`config.mk`:
```
export PLATFORM = sky130hd
export DESIGN_NAME = ddr2_pre_ctrl_flat
export DESIGN_NICKNAME = d
export VERILOG_FILES = /design/src/logic/ddr2_pre_pkg.sv /design/src/logic/ddr2_cmd_if.sv /design/src/logic/ddr2_pre_ctrl.sv /design/src/flat_wrapper.sv
export SDC_FILE = /design/constraint.sdc
export NUM_CORES = 1
export LEC_CHECK = 0
export ABC_AREA = 1
export BUFFER_PORTS_ARGS = -buffer_cell sky130_fd_sc_hd__buf_2
export CAP_MARGIN = 20
export CORE_ASPECT_RATIO = 1.2
export CORE_MARGIN = 4
export CORE_UTILIZATION = 40
export CTS_BUF_LIST = sky130_fd_sc_hd__clkbuf_4 sky130_fd_sc_hd__clkbuf_8
export DETAILED_ROUTE_END_ITERATION = 7
export GPL_TIMING_DRIVEN = 0
export PLACE_DENSITY = 0.59
export SLEW_MARGIN = 20
export SYNTH_ARGS = -nofsm -noshare
export SYNTH_HDL_FRONTEND = slang
export SYNTH_SLANG_ARGS = --single-unit
```
`constraint.sdc`:
```
create_clock -name CLK_I -period 6.3 [get_ports CLK_I]
set_input_delay 1.26 -clock CLK_I [delete_from_list [all_inputs] [get_ports CLK_I]]
set_output_delay 1.26 -clock CLK_I [all_outputs]
set_load 0.02 [all_outputs]
```
`src/logic/ddr2_pre_pkg.sv`:
```
package ddr2_pre_pkg;
  // ****************************************************
  // Bank and command geometry
  // ****************************************************
  localparam int NUM_BANKS = 8;
  localparam int BANK_W = 3;
  localparam int ROW_W = 14;
  localparam int A10_POS = 10;
  localparam int CNT_W = 8;
  // ****************************************************
  // Clock and analog timing
  // ****************************************************
  localparam int CLK_PERIOD_PS = 20000;
  localparam int T_RAS_PS = 45000;
  localparam int T_RTP_PS = 7500;
  localparam int T_WR_PS = 15000;
  localparam int T_RP_PS = 15000;
  localparam int T_RC_PS = 60000;
  // Least times round up to whole cycles.
  localparam int RAS_CYC = (T_RAS_PS + CLK_PERIOD_PS - 1) / CLK_PERIOD_PS;
  localparam int RTP_CYC = (T_RTP_PS + CLK_PERIOD_PS - 1) / CLK_PERIOD_PS;
  localparam int WR_CYC = (T_WR_PS + CLK_PERIOD_PS - 1) / CLK_PERIOD_PS;
  localparam int RP_CYC = (T_RP_PS + CLK_PERIOD_PS - 1) / CLK_PERIOD_PS;
  localparam int RC_CYC = (T_RC_PS + CLK_PERIOD_PS - 1) / CLK_PERIOD_PS;
  localparam int RP_ALL_EXTRA = 1;
  localparam int PREFETCH_GAP = 2;
  localparam int BL8_PREFETCH_OFS = 2;
  // ****************************************************
  // Mode fields and burst lengths
  // ****************************************************
  localparam logic [2:0] BL_CODE_4 = 3'h2;
  localparam logic [2:0] BL_CODE_8 = 3'h3;
  localparam logic [3:0] BL4 = 4'h4;
  localparam logic [3:0] BL8 = 4'h8;
  localparam logic [3:0] LAT_MIN_WL = 4'h1;
  // ****************************************************
  // Command codes {ras_n, cas_n, we_n}
  // ****************************************************
  typedef enum logic [2:0] {
    CMD_ACT = 3'h3,
    CMD_RD = 3'h5,
    CMD_WR = 3'h4,
    CMD_PRE = 3'h2,
    CMD_NOP = 3'h7
  } cmd_e;

  typedef logic [CNT_W-1:0] cnt_t;

  function automatic cnt_t max_cnt(input cnt_t a, input cnt_t b);
    return (a > b) ? a : b;
  endfunction
endpackage

```
`src/logic/ddr2_cmd_if.sv`:
```
`timescale 1ns/1ns
interface ddr2_cmd_if;
  logic cs_n;
  logic ras_n;
  logic cas_n;
  logic we_n;
  logic [2:0] bank_addr;
  logic [13:0] addr;
  logic [7:0] bank_open;
  logic busy;

  modport ctrl (
    output cs_n, ras_n, cas_n, we_n, bank_addr, addr,
    input bank_open, busy
  );
  modport dev (
    input cs_n, ras_n, cas_n, we_n, bank_addr, addr,
    output bank_open, busy
  );
endinterface

```
`src/logic/ddr2_pre_ctrl.sv`:
```
`timescale 1ns/1ns
module ddr2_pre_ctrl
  import ddr2_pre_pkg::*;
(
  // Clock and reset
  input wire logic CLK_I,
  input wire logic RST_I,
  // User request
  input wire logic REQ_I,
  input wire logic [2:0] REQ_CMD_I,
  input wire logic [2:0] REQ_BANK_I,
  input wire logic REQ_AUTO_CLOSE_I,
  input wire logic [3:0] AL_I,
  input wire logic [3:0] CL_I,
  input wire logic BL8_I,
  output logic ACCEPT_O,
  // Command bus
  ddr2_cmd_if.ctrl CMD
);
  // ****************************************************
  // Per-bank earliest times, precharge gap, bus and accept
  // ****************************************************
  typedef struct packed {
    logic [NUM_BANKS-1:0][CNT_W-1:0] pre_wait;
    logic [NUM_BANKS-1:0][CNT_W-1:0] act_wait;
    logic pre_gap;
    logic [5:0] bus;
    logic accept;
  } state_s;

  state_s cur;
  state_s next_cur;
  cnt_t bl_half;
  cnt_t rd_pre;
  cnt_t wr_pre;
  logic ok;
  logic all;

  assign bl_half = BL8_I ? cnt_t'(BL8 >> 1) : cnt_t'(BL4 >> 1);
  // Read spacing AL+BL/2+max(RTP,2)-2 with RTP rounded up.
  assign rd_pre = cnt_t'(AL_I) + bl_half +
    max_cnt(cnt_t'(RTP_CYC), cnt_t'(PREFETCH_GAP)) -
    cnt_t'(PREFETCH_GAP);
  assign wr_pre = cnt_t'(AL_I) + cnt_t'(CL_I) - cnt_t'(LAT_MIN_WL) +
    bl_half + cnt_t'(WR_CYC);
  assign all = REQ_AUTO_CLOSE_I && (REQ_CMD_I == CMD_PRE);

  always_comb begin
    ok = 1'b1;
    for (int b = 0; b < NUM_BANKS; b++) begin
      if ((REQ_CMD_I == CMD_PRE) && (all || REQ_BANK_I == BANK_W'(b)) &&
          cur.pre_wait[b] > cnt_t'(0)) begin
        ok = 1'b0;
      end
    end
    if ((REQ_CMD_I == CMD_ACT) && cur.act_wait[REQ_BANK_I] > cnt_t'(0)) begin
      ok = 1'b0;
    end
    if ((REQ_CMD_I == CMD_PRE) && cur.pre_gap) begin
      ok = 1'b0;
    end
    // The requester sees the accept one cycle late and still holds REQ_I.
    // That leftover cycle belongs to the request already taken.
    if (cur.accept) begin
      ok = 1'b0;
    end
  end

  always_comb begin
    next_cur = cur;
    next_cur.pre_gap = 1'b0;
    next_cur.accept = 1'b0;
    next_cur.bus = {1'b1, CMD_NOP, 2'h0};
    for (int b = 0; b < NUM_BANKS; b++) begin
      if (cur.pre_wait[b] != '0) begin
        next_cur.pre_wait[b] = cur.pre_wait[b] - cnt_t'(1);
      end
      if (cur.act_wait[b] != '0) begin
        next_cur.act_wait[b] = cur.act_wait[b] - cnt_t'(1);
      end
    end
    if (REQ_I && ok) begin
      next_cur.accept = 1'b1;
      next_cur.bus = {1'b0, REQ_CMD_I, 2'h0};
      case (REQ_CMD_I)
        CMD_ACT: begin
          next_cur.pre_wait[REQ_BANK_I] = cnt_t'(RAS_CYC);
          next_cur.act_wait[REQ_BANK_I] = cnt_t'(RC_CYC);
        end
        CMD_RD: begin
          next_cur.pre_wait[REQ_BANK_I] =
            max_cnt(cur.pre_wait[REQ_BANK_I], rd_pre);
          if (REQ_AUTO_CLOSE_I) begin
            next_cur.act_wait[REQ_BANK_I] = max_cnt(cur.act_wait[REQ_BANK_I],
              cnt_t'(AL_I) + (BL8_I ? cnt_t'(BL8_PREFETCH_OFS) : cnt_t'(0)) +
              cnt_t'(RTP_CYC + RP_CYC + RAS_CYC));
          end
        end
        CMD_WR: begin
          next_cur.pre_wait[REQ_BANK_I] =
            max_cnt(cur.pre_wait[REQ_BANK_I], wr_pre);
          if (REQ_AUTO_CLOSE_I) begin
            next_cur.act_wait[REQ_BANK_I] = max_cnt(cur.act_wait[REQ_BANK_I],
              wr_pre + cnt_t'(RP_CYC + RAS_CYC));
          end
        end
        CMD_PRE: begin
          next_cur.pre_gap = 1'b1;
          for (int b = 0; b < NUM_BANKS; b++) begin
            if (all || REQ_BANK_I == BANK_W'(b)) begin
              next_cur.act_wait[b] = max_cnt(cur.act_wait[b], all ?
                cnt_t'(RP_CYC + RP_ALL_EXTRA) : cnt_t'(RP_CYC));
            end
          end
        end
        default: begin
        end
      endcase
    end
  end

  always_ff @(posedge CLK_I or posedge RST_I) begin
    if (RST_I) begin
      cur <= '0;
      cur.bus <= {1'b1, CMD_NOP, 2'h0};
    end else begin
      cur <= next_cur;
    end
  end

  logic [BANK_W-1:0] bank_q;
  logic a10_q;
  always_ff @(posedge CLK_I or posedge RST_I) begin
    if (RST_I) begin
      bank_q <= '0;
      a10_q <= 1'b0;
    end else begin
      bank_q <= REQ_BANK_I;
      a10_q <= REQ_I && ok && REQ_AUTO_CLOSE_I;
    end
  end

  assign ACCEPT_O = cur.accept;
  assign CMD.cs_n = cur.bus[5];
  assign CMD.ras_n = cur.bus[4];
  assign CMD.cas_n = cur.bus[3];
  assign CMD.we_n = cur.bus[2];
  assign CMD.bank_addr = bank_q;
  assign CMD.addr = ROW_W'(a10_q) << A10_POS;
endmodule

```
`src/flat_wrapper.sv`:
```
// flat-port wrapper written by rule: the top's interface ports become plain ports
module ddr2_pre_ctrl_flat import ddr2_pre_pkg::*;
  (CLK_I, RST_I, REQ_I, REQ_CMD_I, REQ_BANK_I, REQ_AUTO_CLOSE_I, AL_I, CL_I, BL8_I, ACCEPT_O, CMD_cs_n, CMD_ras_n, CMD_cas_n, CMD_we_n, CMD_bank_addr, CMD_addr, CMD_bank_open, CMD_busy);
  ddr2_cmd_if CMD_i ();
  input wire logic CLK_I;
  input wire logic RST_I;
  input wire logic REQ_I;
  input wire logic [2:0] REQ_CMD_I;
  input wire logic [2:0] REQ_BANK_I;
  input wire logic REQ_AUTO_CLOSE_I;
  input wire logic [3:0] AL_I;
  input wire logic [3:0] CL_I;
  input wire logic BL8_I;
  output logic ACCEPT_O;
  output wire logic [$bits(CMD_i.cs_n)-1:0] CMD_cs_n;
  output wire logic [$bits(CMD_i.ras_n)-1:0] CMD_ras_n;
  output wire logic [$bits(CMD_i.cas_n)-1:0] CMD_cas_n;
  output wire logic [$bits(CMD_i.we_n)-1:0] CMD_we_n;
  output wire logic [$bits(CMD_i.bank_addr)-1:0] CMD_bank_addr;
  output wire logic [$bits(CMD_i.addr)-1:0] CMD_addr;
  input wire logic [$bits(CMD_i.bank_open)-1:0] CMD_bank_open;
  input wire logic [$bits(CMD_i.busy)-1:0] CMD_busy;
  assign CMD_cs_n = CMD_i.cs_n;
  assign CMD_ras_n = CMD_i.ras_n;
  assign CMD_cas_n = CMD_i.cas_n;
  assign CMD_we_n = CMD_i.we_n;
  assign CMD_bank_addr = CMD_i.bank_addr;
  assign CMD_addr = CMD_i.addr;
  assign CMD_i.bank_open = CMD_bank_open;
  assign CMD_i.busy = CMD_busy;
  ddr2_pre_ctrl u_core (.CLK_I(CLK_I), .RST_I(RST_I), .REQ_I(REQ_I), .REQ_CMD_I(REQ_CMD_I), .REQ_BANK_I(REQ_BANK_I), .REQ_AUTO_CLOSE_I(REQ_AUTO_CLOSE_I), .AL_I(AL_I), .CL_I(CL_I), .BL8_I(BL8_I), .ACCEPT_O(ACCEPT_O), .CMD(CMD_i));
endmodule
```
**After elaboration in Yosys (flattened, before gate mapping)**

Index checks and enable logic that the tools add are counted.

- Flip-flop bits (word level): 140
- Input bits: 28

- Add/subtract/negate cells: 26
- Order comparisons: 23
- Equality and inequality tests: 19
- Multiplexer cells: 66
- Bitwise logic cells: 5
- Reductions and logical operators: 47

Operator list:

| kind | number |
|---|---|
| $mux W8 | 39 |
| $bwmux W64 | 4 |
| $pmux W64 S4 | 1 |
| $pmux W64 S3 | 1 |
| $mux W136 | 1 |
| $sub A8 B1 Y8 const B | 17 |
| $mux W64 | 2 |
| $reduce_bool A8 Y1 | 16 |
| $and A48 B48 Y48 | 2 |
| $gt A8 B8 Y1 | 12 |
| $gt A8 B1 Y1 const B | 9 |
| $bmux W8 S3 | 2 |
| $not A48 Y48 | 1 |
| $ne A4 B4 Y1 const B | 8 |
| $or A16 B16 Y16 | 2 |
| $demux W8 S3 | 1 |
| $logic_and A1 B1 Y1 | 22 |
| $eq A3 B3 Y1 const B | 6 |
| $add A4 B8 Y8 | 2 |
| $add A8 B3 Y8 const B | 2 |
| $eq A3 B2 Y1 const B | 4 |
| $mux W1 | 12 |
| $add A8 B1 Y8 const B | 1 |
| $add A8 B2 Y8 const B | 1 |
| other kinds (10) | 18 |

**Logic depth before layout (Yosys ltp)**

- Depth in word-level cells: 18
- Gate-level depth with buffers: 30
- Mapped depth without buffers: 30

**Worst setup path after synthesis**

OpenSTA, ideal clock, no wires.

- Path type: input -> register
- Start: in AL_I[0]
- End: reg u_core.cur[48] (netlist name)
- Setup time: 0.118 ns
- Arrival: 4.673 ns
- Required time: 6.182 ns
- Slack: 1.510 ns
- Stages on the path: 24
- Buffers on the path: 1
- Cell sequence: ha_1 > fa_1 > ha_1 > inv_1 > fa_1 > inv_1 > nand3_1 > nand2_1 > inv_1 > ha_1 > xnor2_1 > ha_1 > and3_1 > nand2_1 > nand2_1 > nand2_1 > nand2_1 > buf_2 > o21ai_0 > nand2_1 > o21ai_0 > nand2_1 > nand3b_1 > nand2_1

- Word-level cells in the longest chain between the ends: 11

RTL lines:

| what | line | RTL |
|---|---|---|
| start: declaration | flat_wrapper.sv:11 | `input wire logic [3:0] AL_I;` |
| $add A4 B4 Y5 | ddr2_pre_ctrl.sv:44 | `assign wr_pre = cnt_t'(AL_I) + cnt_t'(CL_I) - cnt_t'(LAT_MIN_WL) +` |
| $sub A8 B1 Y8 | ddr2_pre_ctrl.sv:44 |  |
| $add A8 B8 Y8 | ddr2_pre_ctrl.sv:44 |  |
| $add A8 B1 Y8 | ddr2_pre_ctrl.sv:45 | `bl_half + cnt_t'(WR_CYC);` |
| $add A8 B3 Y8 | ddr2_pre_ctrl.sv:104 | `wr_pre + cnt_t'(RP_CYC + RAS_CYC));` |
| $gt A8 B8 Y1 | ddr2_pre_pkg.sv:50 | `return (a > b) ? a : b;` |
| $mux W8 | ddr2_pre_pkg.sv:50 |  |
| $bwmux W64 | ddr2_pre_ctrl.sv:103 | `next_cur.act_wait[REQ_BANK_I] = max_cnt(cur.act_wait[REQ_BANK_I],` |
| $mux W64 | ddr2_pre_ctrl.sv:102 | `if (REQ_AUTO_CLOSE_I) begin` |
| $pmux W64 S4 (*) | ddr2_pre_ctrl.sv:85 | `case (REQ_CMD_I)` |
| $mux W136 (*) | ddr2_pre_ctrl.sv:82 | `if (REQ_I && ok) begin` |
| end signal: assignment | ddr2_pre_ctrl.sv:127 | `cur <= next_cur;` |
| end: declaration | ddr2_pre_ctrl.sv:31 | `state_s cur;` |

Every way passes the cells marked *; elsewhere a longest branch is shown, timed or not.
A chain may end at the register's enable or synchronous reset.

**Final worst setup path**

- Start: in AL_I[0]
- End: reg u_core.cur[24] (netlist name)

Same word-level chain as after synthesis.

==> flow_summary.ini <==
[timing]
relSlewSlack = 0.297
setup-tns-final_ns = 0
rsz0062_at_grt = no
clock_skew_ns = 0.0238
setup_ws_ns = 0.519
setup_viol = 0
fin_crit_ns = 5.78
fmax_mhz = 173
finalHoldViolations = 0
drv_slew = 0
worst_pin_slew_ns = 1.05
finalCritPeriodShare = 0.918

[pwr]
vdd_drop_max_mv = 0.181
p_leak_nw = 8.24
powerDensity_mw_per_mm2 = 417

[placed_design]
io_buffers = 27
place_congestion = 1.03
place_ws_ns = 0.0950
dpl.hpwl_um = 49200

[synth]
synthesis.area_mm2 = 0.0148
synth_cell_type_count = 55
yosysSeqAreaShare = 0.234
ys_async_sr_fraction = 1.00
yosys_warnings = 0
ys_ff_latch = 138
syn_area_per_cell_um2 = 5.93
synth_flop_cell = dfrtp_1
synth_edf_count = 0
syn_inst = 2493

[detailed_routing]
drt.antenna.violating_nets = 0
wirelength_um = 64900
vias = 17244
routed_via_density = 5.69
first_iter_violations = 1621
first_pass_iters = 6
drc_errors = 0
wire_per_inst_um = 21.4

[global_routing]
antenna_found_initial = 1
grt_use_total = 0.319
grt_pass1_wl_um = 96700
grt_overflow = 0
use_met1 = 0.373
use_met3 = 0.0524
grt.met2_usage = 0.528
grt_pass1_vias = 16316
top_usage_layer = met2
grt_max_degree = 78

[hold_path]
worstHoldPathCells = 2
min_from = u_core.cur[54]
holdPathEnd = u_core.cur[54]
hold_path_class = flip-flop to flip-flop

[clock_tree]
cts-root-buf = clkbuf_8
path_clk_slew_ns = 0.10
cts_buffer_depth = 2
ctsResizeCount = 0
cts_setup_buffers = 0
clkLatencyLatePin_ns = 0.54
numCtsBuffers = 17
htree_num_levels = 4
cts_sinks = 138
cts_tree = built
cts_hold_buf = 0

[critical_path]
path_max_fanout = 10
cp.required_ns = 6.71
r2r-end = u_core.cur[24]
cp-end-kind = flip-flop
ff2ff_path_depth = 19
critical_path.most_common_cell = nand2_1
critPathArrivalTime_ns = 6.20
ff2ff_setup_slack_ns = 2.09
criticalPathCategory = input pin to flip-flop
crit_path_start_kind = input pin
r2r-start = u_core.cur[61]
cpPeakStageDelay_ns = 0.52
cpMaxStageDelayCell = nand2_1

[final_layout]
drive_above_1_share = 0.0644
fill_cells = 3959
multi_input_area_mm2 = 0.00994
diodes = 0
synthToLayoutAreaGrowth_pct = 8.75
nets = 2657
seqCellArea_mm2 = 0.00346

[floorplanning]
coreArea_mm2 = 0.0362
rows = 76
start_util = 0.408
dieArea_mm2 = 0.0401
io_pins = 50
die_w_um = 184
die_h_um = 219

[run_status]
status = completed

[flow_run]
cap_violations = 0
==> critical path, delay by kind of cell <==
kind / cells / cell delay [ns]
XOR/XNOR: 1 / 0.25
buffers and inverters: 5 / 0.58
AND/OR/NAND/NOR: 11 / 1.52
AO/OA/AOI/OAI: 2 / 0.74
adder cells (fa/ha/maj): 6 / 1.84
==> flip-flops by register name (all words and copies together) (netlist names) <==
register,count
u_core.CMD.ras_n,1
u_core.ACCEPT_O,1
u_core.CMD.cs_n,1
u_core.CMD.we_n,1
u_core.a10_q,1
u_core.cur,129
u_core.CMD.bank_addr,3
u_core.CMD.cas_n,1
==> placed cells by master (no fill, tap or decap), types with 47 or more instances in the layout <==
master and instances:
a21oi_1 156, dfrtp_1 134, ha_1 73, inv_1 242, nand2_1 834, nand3_1 150, nand4_1 47, nor2_1 292
nor3_1 57, o21ai_0 182
==> layer usage <==
metal  vias to the layer above  part of all wire
met4                         0             0.081
met3                       267             0.076
li1                       8226                 -
met2                       833              0.46
met1                      7918              0.38
met5                         -                 0
==> stage by stage <==
stage | std cells | area, µm² | utilization | hold slack (ns) | total power [mW]
floorplan | 2505 | 14800 | - | 0.449 | 4.55
global placement | 3000 | 15600 | 0.430 | 0.464 | 5.59
detailed placement | 3001 | 15600 | 0.431 | 0.466 | 5.67
CTS | 3032 | 16100 | 0.444 | 0.491 | 6.64
global route | 3032 | 16100 | 0.444 | 0.533 | 7.34
finish | 3032 | 16100 | 0.444 | 0.492 | 6.70
==> kinds of logic (layout without fill, tap and decap cells) <==
logic type | Yosys count | count (layout) | synth area share
other cells | 1 | 13 | 0.000253
flops | 138 | 138 | 0.234
compound gates | 443 | 443 | 0.165
fa+ha+maj | 77 | 77 | 0.0671
xor+xnor | 52 | 52 | 0.0308
simple gates | 1434 | 1434 | 0.405
buf+inv | 348 | 407 | 0.0977
==> Yosys cell counts (all sizes together), types with 10 or more instances <==
cell / n / area, µm²
a21oi: 157 / 797
a31oi: 31 / 194
buf: 41 / 283
clkbuf: 45 / 169
dfrtp: 134 / 3350
ha: 73 / 913
inv: 258 / 976
nand2: 851 / 3300
nand3: 150 / 751
nand4: 48 / 307
nor2: 306 / 1200
nor3: 57 / 285
o211ai: 10 / 75.1
o21ai: 191 / 963
xnor2: 12 / 105
xor2: 40 / 350
==> power breakdown <==
part / switching [mW] / total, mW / internal, mW
Clock: 0.411 / 0.952 / 0.541
Sequential: 0.536 / 1.85 / 1.31
Combinational: 2.59 / 3.90 / 1.31
Total: 3.54 / 6.70 / 3.16
==> final cells by class <==
cell class / count / area share
flip-flops and latches: 138 / 0.215
plain buffers: 86 / 0.0281
multi-input cells: 2019 / 0.618
clock buffers: 21 / 0.0172
inverters: 262 / 0.0622
clock inverters: 10 / 0.0134
repair buffers: 28 / 0.0101
well taps: 468 / 0.0364
==> how the worst max path moves through the flow <==
stage,startpoint,to,depth (start not counted)
detailed placement,AL_I[0],u_core.cur[24],25
CTS,AL_I[0],u_core.cur[24],25
finish,AL_I[0],u_core.cur[24],25
global placement,RST_I,u_core.cur[18],2
global route,AL_I[0],u_core.cur[24],25
floorplan,RST_I,u_core.ACCEPT_O,1
Note: power is estimated with default switching activity, not from simulation.
